--- src/ads_pkg.sv ---
package ads_pkg;

  // ****************************************
  // Register select codes
  // ****************************************
  localparam logic [1:0] ADS_RS_STATUS = 2'h0;
  localparam logic [1:0] ADS_RS_MODE = 2'h1;
  localparam logic [1:0] ADS_RS_FILTER = 2'h2;
  localparam logic [1:0] ADS_RS_DATA = 2'h3;

  // ****************************************
  // Reset values and masks
  // ****************************************
  localparam logic [7:0] ADS_STATUS_RST = 8'h88;
  localparam logic [7:0] ADS_MODE_RST = 8'h02;
  localparam logic [7:0] ADS_MODE_WMASK = 8'hfa;
  localparam logic [1:0] ADS_CHAN_RST = 2'h0;

  // ****************************************
  // Conversion mode codes
  // ****************************************
  localparam logic [1:0] ADS_MD_CONT = 2'h0;
  localparam logic [1:0] ADS_MD_SINGLE = 2'h2;
  localparam logic [1:0] ADS_MD_DOWN = 2'h3;

  // ****************************************
  // Channel codes
  // ****************************************
  localparam logic [1:0] ADS_CH_DIFF = 2'h0;
  localparam logic [1:0] ADS_CH_RSVD = 2'h1;
  localparam logic [1:0] ADS_CH_SHORT = 2'h2;
  localparam logic [1:0] ADS_CH_SUPPLY = 2'h3;

  // ****************************************
  // Serial frame lengths and timing
  // ****************************************
  localparam logic [4:0] ADS_LEN_BYTE = 5'h08;
  localparam logic [4:0] ADS_LEN_WORD = 5'h10;
  localparam int ADS_CLK_HZ = 10_000_000;
  localparam int ADS_PERIOD_CYC = 1_000_000;
  localparam int ADS_LEAD_CYC = 100;
  localparam int ADS_FIRST_PERIODS = 2;

  // ****************************************
  // Register layouts
  // ****************************************
  typedef struct packed {
    logic rdy_n;
    logic err;
    logic [1:0] zero_hi;
    logic one;
    logic part_variant_flag;
    logic [1:0] channel_select;
  } ads_status_t;

  typedef struct packed {
    logic [1:0] conversion_mode_field;
    logic [1:0] input_range_field;
    logic burnout_current_enable;
    logic zero_b2;
    logic buffer_enable;
    logic zero_b0;
  } ads_mode_t;

  typedef struct packed {
    logic wen_n;
    logic zero_b6;
    logic [1:0] register_select;
    logic read;
    logic cont_read;
    logic [1:0] channel_select;
  } ads_comm_t;

endpackage

--- src/ads_pin_sync.sv ---
`timescale 1ns/1ns
`default_nettype none

module ads_pin_sync #(
  parameter int WIDTH = 3
) (
  // Clock and reset
  input wire logic ref_clk,
  input wire logic rst_n,
  input wire logic ce,
  // Raw pins
  input wire logic [WIDTH-1:0] pin_raw,
  // Synchronised levels and edges
  output logic [WIDTH-1:0] pin_sync,
  output logic [WIDTH-1:0] pin_rise,
  output logic [WIDTH-1:0] pin_fall
);

  logic [WIDTH-1:0] meta_q;
  logic [WIDTH-1:0] sync_q;
  logic [WIDTH-1:0] prev_q;

  // ****************************************
  // Two-stage synchroniser and edge finder
  // ****************************************
  always_ff @(posedge ref_clk)
  begin
    if (!rst_n)
    begin
      meta_q <= '1;
      sync_q <= '1;
      prev_q <= '1;
    end
    else if (ce)
    begin
      meta_q <= pin_raw;
      sync_q <= meta_q;
      prev_q <= sync_q;
    end
  end

  assign pin_sync = sync_q;
  assign pin_rise = sync_q & ~prev_q;
  assign pin_fall = ~sync_q & prev_q;

endmodule

`default_nettype wire

--- src/ads_status_mode.sv ---
// Overview of operation
// Status register is eight bits, read only; writes never change it.
// Host reads status by commanding a read with register select zero.
// Status byte shifts out most significant bit first.
// Ready flag goes low when a new result is loaded.
// Ready returns high after data read and shortly before each update.
// Ready is forced high when power-down mode is selected.
// Serial output pin mirrors ready while no read is in progress.
// Clamp bit updates with ready, set when result was clamped.
// Clamp bit clears on a host write that starts a conversion.
// Status bits five and four read zero, bit three reads one.
// Status bit two carries a fixed part variant indicator.
// Status bits one and zero show the channel being converted.
// Mode register is eight bits, read and write, resets to 02.
// Mode register shifts most significant bit first both ways.
// Mode write resets modulator and filter and sets ready.
// Mode fields: mode, range, burnout, zero, buffer, zero.
// Single mode converts once after two periods, then powers down.
// Select 00 reads status, select 01 reaches the mode register.
// Channel codes: differential, reserved, short, supply monitor.
// Host always writes zero into mode bit two.
// Mode read returns last value with fixed bits as zero.
`timescale 1ns/1ns
`default_nettype none

module ads_status_mode
  import ads_pkg::*;
#(
  parameter int PERIOD_CYC = ads_pkg::ADS_PERIOD_CYC,
  parameter int LEAD_CYC = ads_pkg::ADS_LEAD_CYC,
  // Arbitrary value
  parameter logic VARIANT = 1'b1
) (
  // Clock, reset, enable
  input wire logic ref_clk,
  input wire logic rst_n,
  input wire logic ce,
  // Serial pins
  input wire logic sclk,
  input wire logic cs_n,
  input wire logic din,
  output logic dout_rdy,
  output logic dout_oe,
  // Converter core
  input wire logic [15:0] result_word,
  input wire logic result_clamped,
  output ads_pkg::ads_mode_t mode_cfg,
  output logic [1:0] channel_select,
  output logic mod_filter_reset,
  output logic core_power_down,
  output logic result_load
);

  import ads_pkg::*;

  localparam int CW = $clog2(ADS_FIRST_PERIODS * PERIOD_CYC + 1);
  localparam logic [CW-1:0] PER = CW'(PERIOD_CYC);
  localparam logic [CW-1:0] FIRST = CW'(ADS_FIRST_PERIODS * PERIOD_CYC);
  localparam logic [CW-1:0] LEAD = CW'(LEAD_CYC);

  typedef enum {SER_CMD, SER_WRITE, SER_READ} ads_ser_t;
  typedef enum {CV_DOWN, CV_RUN} ads_conv_t;

  // ****************************************
  // Pin synchronisation
  // ****************************************
  logic [2:0] pin_sync;
  logic [2:0] pin_rise;
  logic [2:0] pin_fall;

  ads_pin_sync #(
    .WIDTH(3)
  ) u_sync (
    .ref_clk(ref_clk),
    .rst_n(rst_n),
    .ce(ce),
    .pin_raw({sclk, cs_n, din}),
    .pin_sync(pin_sync),
    .pin_rise(pin_rise),
    .pin_fall(pin_fall)
  );

  wire sclk_rise = pin_rise[2];
  wire sclk_fall = pin_fall[2];
  wire cs_idle = pin_sync[1];
  wire din_s = pin_sync[0];

  // ****************************************
  // State
  // ****************************************
  ads_ser_t ser_q;
  ads_ser_t ser_d;
  ads_conv_t conv_q;
  ads_conv_t conv_d;
  logic [4:0] cnt_q;
  logic [4:0] cnt_d;
  logic [4:0] len_q;
  logic [4:0] len_d;
  logic [15:0] shift_q;
  logic [15:0] shift_d;
  logic [1:0] rs_q;
  logic [1:0] rs_d;
  logic dout_q;
  logic dout_d;
  ads_mode_t mode_q;
  logic [1:0] chan_q;
  logic rdy_n_q;
  logic err_q;
  logic [15:0] data_q;
  logic [CW-1:0] tmr_q;
  logic first_q;
  logic reset_pulse_q;
  logic load_pulse_q;

  // ****************************************
  // Functions
  // ****************************************
  function automatic logic [4:0] read_len(input logic [1:0] rs);
    read_len = (rs == ADS_RS_DATA) ? ADS_LEN_WORD : ADS_LEN_BYTE;
  endfunction

  function automatic logic [15:0] left_align(input logic [7:0] b);
    left_align = {b, 8'h00};
  endfunction

  // ****************************************
  // Status image
  // ****************************************
  ads_status_t status_img;
  // Fixed status bits
  assign status_img.zero_hi = 2'h0;
  assign status_img.one = 1'b1;
  // Variant indicator
  assign status_img.part_variant_flag = VARIANT;
  // Active channel
  assign status_img.channel_select = chan_q;
  assign status_img.rdy_n = rdy_n_q;
  assign status_img.err = err_q;

  // ****************************************
  // Serial decoding
  // ****************************************
  wire [7:0] in_byte = {shift_q[6:0], din_s};
  ads_comm_t comm;
  assign comm = in_byte;
  wire byte_done = sclk_rise && (cnt_q == ADS_LEN_BYTE - 5'h01);
  wire cmd_start = (ser_q == SER_CMD) && sclk_rise &&
                   !(cnt_q == 5'h00 && din_s);
  wire cmd_done = (ser_q == SER_CMD) && byte_done && !cs_idle;
  wire chan_write = cmd_done && !comm.read && comm.channel_select != chan_q;
  wire mode_write = (ser_q == SER_WRITE) && byte_done && !cs_idle &&
                    rs_q == ADS_RS_MODE;
  wire read_last = (ser_q == SER_READ) && sclk_rise && !cs_idle &&
                   (cnt_q == len_q - 5'h01);
  wire data_read = read_last && rs_q == ADS_RS_DATA;
  // Register selection for reads
  wire [7:0] read_byte = (comm.register_select == ADS_RS_MODE) ?
                         (mode_q & ADS_MODE_WMASK) : status_img;
  wire [15:0] read_word = (comm.register_select == ADS_RS_DATA) ?
                          data_q : left_align(read_byte);

  // ****************************************
  // Serial engine next state
  // ****************************************
  always_comb
  begin
    ser_d = ser_q;
    cnt_d = cnt_q;
    len_d = len_q;
    shift_d = shift_q;
    rs_d = rs_q;
    // Ready mirrored on output pin
    dout_d = (ser_q == SER_READ) ? dout_q : rdy_n_q;
    if (cs_idle)
    begin
      ser_d = SER_CMD;
      cnt_d = 5'h00;
    end
    else
    begin
      case (ser_q)
        SER_CMD:
        begin
          if (cmd_start)
          begin
            shift_d = {shift_q[14:0], din_s};
            cnt_d = cnt_q + 5'h01;
          end
          if (cmd_done)
          begin
            cnt_d = 5'h00;
            rs_d = comm.register_select;
            // Read command, any register select
            if (comm.read)
            begin
              ser_d = SER_READ;
              len_d = read_len(comm.register_select);
              shift_d = read_word;
              // Most significant bit first
              dout_d = read_word[15];
            end
            else if (comm.register_select != ADS_RS_STATUS)
            begin
              ser_d = SER_WRITE;
            end
            else
            begin
              ser_d = SER_CMD;
            end
          end
        end
        SER_WRITE:
        begin
          if (sclk_rise)
          begin
            // Shift in top bit first
            shift_d = {shift_q[14:0], din_s};
            cnt_d = cnt_q + 5'h01;
          end
          if (byte_done)
          begin
            ser_d = SER_CMD;
            cnt_d = 5'h00;
          end
        end
        SER_READ:
        begin
          if (sclk_rise)
          begin
            cnt_d = cnt_q + 5'h01;
          end
          if (sclk_fall)
          begin
            shift_d = {shift_q[14:0], 1'b0};
            dout_d = shift_q[15];
          end
          if (read_last)
          begin
            ser_d = SER_CMD;
            cnt_d = 5'h00;
          end
        end
        default:
        begin
          ser_d = SER_CMD;
          cnt_d = 5'h00;
        end
      endcase
    end
  end

  // ****************************************
  // Serial engine registers
  // ****************************************
  always_ff @(posedge ref_clk)
  begin
    if (!rst_n)
    begin
      ser_q <= SER_CMD;
      cnt_q <= 5'h00;
      len_q <= ADS_LEN_BYTE;
      shift_q <= 16'h0000;
      rs_q <= ADS_RS_STATUS;
      dout_q <= 1'b1;
    end
    else if (ce)
    begin
      ser_q <= ser_d;
      cnt_q <= cnt_d;
      len_q <= len_d;
      shift_q <= shift_d;
      rs_q <= rs_d;
      dout_q <= dout_d;
    end
  end

  // ****************************************
  // Mode and channel registers
  // ****************************************
  // Status never written by host
  always_ff @(posedge ref_clk)
  begin
    if (!rst_n)
    begin
      // Mode reset value
      mode_q <= ADS_MODE_RST;
      chan_q <= ADS_CHAN_RST;
    end
    else if (ce)
    begin
      // Field layout, bit two held zero, fixed bits
      if (mode_write)
        mode_q <= in_byte & ADS_MODE_WMASK;
      // Channel code stored as given
      if (cmd_done && !comm.read)
        chan_q <= comm.channel_select;
    end
  end

  // ****************************************
  // Conversion sequencer
  // ****************************************
  wire restart = mode_write || chan_write;
  wire [1:0] md_now = mode_q.conversion_mode_field;
  wire [CW-1:0] target = first_q ? FIRST : PER;
  wire tmr_end = (conv_q == CV_RUN) && (tmr_q == target - CW'(1));
  wire pre_update = (conv_q == CV_RUN) && (tmr_q == target - LEAD);
  wire enter_down = (conv_q == CV_RUN) && md_now == ADS_MD_DOWN;
  wire load_now = tmr_end && !restart;

  always_comb
  begin
    conv_d = conv_q;
    case (conv_q)
      CV_DOWN:
      begin
        if (restart)
          conv_d = CV_RUN;
      end
      CV_RUN:
      begin
        // Single conversion then power down
        if (enter_down)
          conv_d = CV_DOWN;
        else if (load_now && md_now == ADS_MD_SINGLE)
          conv_d = CV_DOWN;
      end
      default:
        conv_d = CV_DOWN;
    endcase
  end

  always_ff @(posedge ref_clk)
  begin
    if (!rst_n)
    begin
      conv_q <= CV_RUN;
      tmr_q <= '0;
      first_q <= 1'b1;
    end
    else if (ce)
    begin
      conv_q <= conv_d;
      // First result after two periods
      if (restart || conv_q == CV_DOWN)
      begin
        tmr_q <= '0;
        first_q <= 1'b1;
      end
      else if (tmr_end)
      begin
        tmr_q <= '0;
        first_q <= 1'b0;
      end
      else
        tmr_q <= tmr_q + CW'(1);
    end
  end

  // ****************************************
  // Ready, clamp and result registers
  // ****************************************
  always_ff @(posedge ref_clk)
  begin
    if (!rst_n)
    begin
      rdy_n_q <= ADS_STATUS_RST[7];
      err_q <= ADS_STATUS_RST[6];
      data_q <= 16'h0000;
      load_pulse_q <= 1'b0;
      reset_pulse_q <= 1'b0;
    end
    else if (ce)
    begin
      load_pulse_q <= load_now;
      reset_pulse_q <= restart;
      if (load_now)
      begin
        // New result clears ready
        rdy_n_q <= 1'b0;
        // Clamp flag with ready
        err_q <= result_clamped;
        data_q <= result_word;
      end
      else
      begin
        // Set on data read and before update
        // Set on entering power-down mode
        // Set on mode write
        if (data_read || pre_update || enter_down || mode_write)
          rdy_n_q <= 1'b1;
        // Conversion start clears clamp
        if (restart)
          err_q <= 1'b0;
      end
    end
  end

  // ****************************************
  // Outputs
  // ****************************************
  assign dout_rdy = dout_q;
  assign dout_oe = !cs_idle;
  assign mode_cfg = mode_q;
  assign channel_select = chan_q;
  // Modulator and filter reset
  assign mod_filter_reset = reset_pulse_q;
  assign core_power_down = (conv_q == CV_DOWN);
  assign result_load = load_pulse_q;

endmodule

`default_nettype wire

--- config.mk ---
export PLATFORM = sky130hd
export DESIGN_NAME = ads_status_mode
export DESIGN_NICKNAME = d
export VERILOG_FILES = /design/src/ads_pkg.sv /design/src/ads_pin_sync.sv /design/src/ads_status_mode.sv
export SDC_FILE = /design/constraint.sdc
export NUM_CORES = 1
export LEC_CHECK = 0
export BUFFER_PORTS_ARGS = -buffer_cell sky130_fd_sc_hd__buf_2
export CAP_MARGIN = 30
export CORE_ASPECT_RATIO = 0.8
export CORE_MARGIN = 4
export CORE_UTILIZATION = 62
export CTS_BUF_LIST = sky130_fd_sc_hd__clkbuf_2 sky130_fd_sc_hd__clkbuf_4 sky130_fd_sc_hd__clkbuf_8
export CTS_CLUSTER_SIZE = 10
export DETAILED_ROUTE_END_ITERATION = 10
export PLACE_DENSITY = 0.79
export REMOVE_ABC_BUFFERS = 1
export SETUP_SLACK_MARGIN = 0.05
export SLEW_MARGIN = 20
export SYNTH_ARGS = -nofsm -noshare
export SYNTH_HDL_FRONTEND = slang
export SYNTH_SLANG_ARGS = --single-unit
--- constraint.sdc ---
create_clock -name ref_clk -period 2.5 [get_ports ref_clk]
set_input_delay 0.25 -clock ref_clk [delete_from_list [all_inputs] [get_ports ref_clk]]
set_output_delay 0.25 -clock ref_clk [all_outputs]
set_load 0.03 [all_outputs]
=== Word level (Yosys, flattened, before mapping) ===
Cells that the tools add are included.

* Register bits after elaboration: 152

* Add/subtract/negate cells: 5
* Bitwise operators: 5
* Reductions and logical operators: 51
* Multiplexer cells: 42
* Equality and inequality tests: 25

{| class="wikitable"
|+ Operators by type and width
! cell !! count
|-
| two-way mux 32 bit || 7
|-
| zero test 32 bit || 4
|-
| equality test 32 x 2 -> 1 bit, second input constant || 3
|-
| two-way mux 16 bit || 6
|-
| case mux 32 bit (3 select lines) || 1
|-
| equality test 32 x 1 -> 1 bit, second input constant || 2
|-
| case mux 32 bit (2 select lines) || 1
|-
| two-way mux 21 bit || 3
|-
| case mux 16 bit (3 select lines) || 1
|-
| equality test 21 bit || 2
|-
| two-way mux 5 bit || 7
|-
| equality test 32 x 3 -> 1 bit, second input constant || 1
|-
| adder 21 x 1 -> 21 bit, second input constant || 1
|-
| subtractor 21 x 1 -> 21 bit, second input constant || 1
|-
| subtractor 21 x 7 -> 21 bit, second input constant || 1
|-
| logical AND 1 bit || 20
|-
| case mux 5 bit (3 select lines) || 1
|-
| AND reduction 2 bit || 7
|-
| two-way mux 1 bit || 12
|-
| AND reduction 5 bit || 2
|-
| != test 3 x 2 -> 1 bit, second input constant || 3
|-
| equality test 2 bit, second input constant || 4
|-
| two-way mux 8 bit || 1
|-
| AND reduction 4 bit || 2
|-
| other kinds (20) || 35
|}

=== Logic depth before layout (Yosys ltp) ===
* Depth after elaboration: 14
* Mapped depth: 10
* Depth with buffers taken out: 7

=== Hierarchy ===
From an unflattened synthesis, not the netlist that was laid out.

* Cell total of the unflattened synthesis: 583
* Area total of the unflattened synthesis: 4,893.4 µm²

{| class="wikitable"
|+ By module, submodules not included
! module !! area an instance (µm²) !! seq. area each (µm²) !! cells an instance !! times used
|-
| ads_status_mode || 4,533.1 || 1,581.5 || 548 || 1
|-
| ads_pin_sync || 360.3 || 180.2 || 35 || 1
|}

=== Worst setup path before layout ===
No wires, ideal clock.

* Kind: register to register
* From: register ser_q[0]
* To: register conv_q[0]
* Data required time: 2.385 ns
* Slack: 0.414 ns
* Buffers on the path: 2
* Cell stages (with the launch flop): 10
* Library setup time: 0.115 ns
* Data arrival time: 1.971 ns
* Path through: dfxtp_1 -> inv_1 -> ha_1 -> buf_2 -> nor3b_1 -> or2_2 -> and3_1 -> clkbuf_1 -> a311o_1 -> o21a_1

* Cells in the longest elaborated chain, start to end: 11

{| class="wikitable"
|+ RTL lines
! element !! RTL line !! text
|-
| from (decl) || ads_status_mode.sv:91 || <nowiki>ads_ser_t ser_q;</nowiki>
|-
| from (signal assigned) || ads_status_mode.sv:268 || <nowiki>ser_q <= ser_d;</nowiki>
|-
| zero test 32 bit || ads_status_mode.sv:149 || <nowiki>wire cmd_done = (ser_q == SER_CMD) && byte_done && !cs_idle;</nowiki>
|-
| logical AND 1 bit (2 in series) || ads_status_mode.sv:149 ||
|-
| logical AND 1 bit (2 in series) || ads_status_mode.sv:150 || <nowiki>wire chan_write = cmd_done && !comm.read && comm.channel_select != chan_q;</nowiki>
|-
| logical OR 1 bit (*) || ads_status_mode.sv:303 || <nowiki>wire restart = mode_write || chan_write;</nowiki>
|-
| zero test 1 bit || ads_status_mode.sv:309 || <nowiki>wire load_now = tmr_end && !restart;</nowiki>
|-
| logical AND 1 bit || ads_status_mode.sv:309 ||
|-
| logical AND 1 bit || ads_status_mode.sv:325 || <nowiki>else if (load_now && md_now == ADS_MD_SINGLE)</nowiki>
|-
| != test 3 bit (no line) || -- ||
|-
| AND reduction 3 bit (no line) (*) || -- ||
|-
| to (signal assigned) || ads_status_mode.sv:343 || <nowiki>conv_q <= conv_d;</nowiki>
|-
| to (decl) || ads_status_mode.sv:93 || <nowiki>ads_conv_t conv_q;</nowiki>
|}

Every way passes the cells marked *; elsewhere a longest branch is shown, timed or not.
A chain may end at the register's enable or synchronous reset.

=== Worst setup path after layout ===
* From: register first_q
* To: register tmr_q[7]

* Cells in the longest elaborated chain, start to end: 6

{| class="wikitable"
|+ RTL lines
! element !! RTL line !! text
|-
| from (decl) || ads_status_mode.sv:111 || <nowiki>logic first_q;</nowiki>
|-
| from (signal assigned) || ads_status_mode.sv:339 || <nowiki>first_q <= 1'b1;</nowiki>
|-
| from (signal assigned) || ads_status_mode.sv:348 || <nowiki>first_q <= 1'b1;</nowiki>
|-
| from (signal assigned) || ads_status_mode.sv:353 || <nowiki>first_q <= 1'b0;</nowiki>
|-
| two-way mux 21 bit || ads_status_mode.sv:305 || <nowiki>wire [CW-1:0] target = first_q ? FIRST : PER;</nowiki>
|-
| subtractor 21 x 1 -> 21 bit || ads_status_mode.sv:306 || <nowiki>wire tmr_end = (conv_q == CV_RUN) && (tmr_q == target - CW'(1));</nowiki>
|-
| equality test 21 bit || ads_status_mode.sv:306 ||
|-
| logical AND 1 bit || ads_status_mode.sv:306 ||
|-
| two-way mux 21 bit || ads_status_mode.sv:350 || <nowiki>else if (tmr_end)</nowiki>
|-
| two-way mux 21 bit || ads_status_mode.sv:345 || <nowiki>if (restart || conv_q == CV_DOWN)</nowiki>
|-
| to (signal assigned) || ads_status_mode.sv:356 || <nowiki>tmr_q <= tmr_q + CW'(1);</nowiki>
|-
| to (decl) || ads_status_mode.sv:110 || <nowiki>logic [CW-1:0] tmr_q;</nowiki>
|}

No other way between the ends.

==> results_dict.tcl <==
set metrics [dict create \
    period_minus_slack_ps 2230 \
    synth-seq-cells 86 \
    yosys.area.top_type "dfxtp_1" \
    grt.total_usage 0.286 \
    cp_max_fo 18 \
    power_density_nw_per_um2 471 \
    post_cts_buffers 0 \
    cts_tree "yes" \
    cts_hold_buf 0 \
    via_per_inst 6.46 \
    grt_overflow_total 0 \
    hold_class "input port to register" \
    drt_iter0_drc 498 \
    avgSynthCellArea_um2 8.40 \
    pre_cts_ws_ps 264 \
    die_y_um 86.9 \
    fill_cells 636 \
    endpoint_kind "register" \
    ys.warnings.count 0 \
    drive_above_1_share 0.170 \
    maxCapViolCount 0 \
    insertion_delay_ps 370 \
    yosysUniqueCellTypes 75 \
    fp.dieW_um 107 \
    finalSetupViolations 0 \
    p_leak_nw 2.02 \
    rows 28 \
    hold_viol 0 \
    wire_per_inst_um 18.0 \
    cp.required_ps 2760 \
    cts_root_buffer "clkbuf_8" \
    fin_crit_sh 0.893 \
    whs_path_depth 3 \
    start_util 0.644 \
    n_antenna_cell 0 \
    synth_enable_flop_cells 0 \
    power_mw 2.51 \
    clkTransAtPathRegs_ps 90 \
    dr.pass1.iters 5 \
    cts.sinks 86 \
    cts_buffer_depth 2 \
    antenna_found_initial 0 \
    finalClockSkew_ps 16.1 \
    cts_resized 0 \
    vias 4596 \
    ioPinCount 38 \
    cts_htree_levels 3 \
    start_kind "register" \
    holdWs_ps 95.6 \
    syn-cell-area_um2 4830 \
    coreArea_um2 7500 \
    wirelength_mm 12.8 \
    relSlewSlack 0.594 \
    grt_start_max_net_pins 41 \
    fin_nets 632 \
    grt_pass1_wl_mm 21.2 \
    ant_nets 0 \
    worstMarginPinSlew_ps 608 \
    setup_tns_ps 0 \
    mostFrequentLayoutCell "dfxtp_1" \
    port_buffers 35 \
    dp_hpwl_mm 9.07 \
    postSynthCellCount 575 \
    synth_top_area_share 0.357 \
    rsz0062_at_grt "no" \
    dieArea_um2 9270 \
    place_congestion 0.962 \
    ir_drop_uv 299 \
    report.final.slew_viol_count 0 \
    syn_to_final_growth_pct 10.4 \
    drc_errors 0 \
    grt_pass1_vias 4283 \
    ys_seq_area_frac 0.357 \
    reg2reg_depth 6 \
    cts_buffers 9 \
    worst_slack_ps 268 \
    status "completed" \
    async_flop_share 0 \
    cp_data_arrival_time_ps 2490 \
    synth_area_leaders "dfxtp_1 (36%), mux2i_1 (6.8%), nand2_1 (4.7%)" \
    clock.fmax_mhz 448 \
    mostFrequentLayoutCells "dfxtp_1 (86), nand2_1 (61), nand3_1 (44)" \
    synthFlopType "dfxtp_1" \
    final_core_util 0.711 \
    path_class "register to register" \
]
-- critical path: stages (launching register included) --
cell and delay, ps:
dfxtp_1 410, or3b_1 470, a2111oi_4 440, nand3_2 270
a21oi_4 200, buf_4 250, nor3_1 80
-- cell type report --
type	instances	area [um^2]	share of cell area
Multi-Input combinational cell	430	2860	0.537
Sequential cell	86	1720	0.323
Inverter	14	52.6	0.00986
Tap cell	105	131	0.0246
Timing Repair Buffer	60	375	0.0704
Clock inverter	6	51.3	0.00962
Clock buffer	10	138	0.0258
-- flip-flops by register name (all words and copies together), names as in the netlist --
register and flops:
u_sync.pin_sync 3, dout_rdy 1, rdy_n_q 1, err_q 1, conv_q 1, shift_q 16
data_q 16, tmr_q 21, cnt_q 5, ser_q 2, u_sync.meta_q 3, first_q 1
rs_q 2, mod_filter_reset 1, result_load 1, channel_select 2, u_sync.prev_q 1, md_now 2
len_q 2, mode_cfg 4
-- layer usage --
layer	vias up	track usage	wire [um]
li1	2179	-	-
met1	2149	0.388	5660
met2	230	0.451	5670
met3	38	0.0786	1170
met4	0	0.0778	289
met5	-	0	0
-- Yosys cell counts (11+ instances only) --
library cell	n
nand3_1	44
a21oi_1	30
dfxtp_1	86
xor2_1	14
nand2_1	61
nand4_1	11
clkbuf_1	30
inv_1	13
nor3_1	22
mux2i_1	33
o21ai_0	30
mux2_2	11
a31oi_1	15
nor2_1	22
-- metrics by stage --
stage / instance area (um^2) / std cells
after detailed placement: 5130 / 695
after global routing: 5330 / 711
after global placement: 5130 / 695
final: 5330 / 711
after floorplan: 4620 / 530
after CTS: 5320 / 711
-- logic make-up (layout without fill, tap and decap cells) --
kind of cell	after synthesis	after routing	synth area share
compound gates	145	145	0.211
xor+xnor	21	21	0.0381
fa+ha+maj	8	8	0.0207
buf+inv	60	90	0.0539
flops	86	86	0.357
mux	44	44	0.0941
other cells	1	2	0.000777
simple gates	210	210	0.225
-- power by group --
part	switching, mW	internal (mW)
registers	0.0201	1.39
clock network	0.539	0.404
logic	0.0978	0.0621
total	0.657	1.85
-- final timing paths --
check,slack [ps],endpoint,start
max,270,tmr_q[7],first_q
min,100,u_sync.meta_q[0],din
max reg2reg,270,tmr_q[7],first_q
min reg2reg,480,data_q[15],data_q[15]
Power figures use the tool's default switching activity.
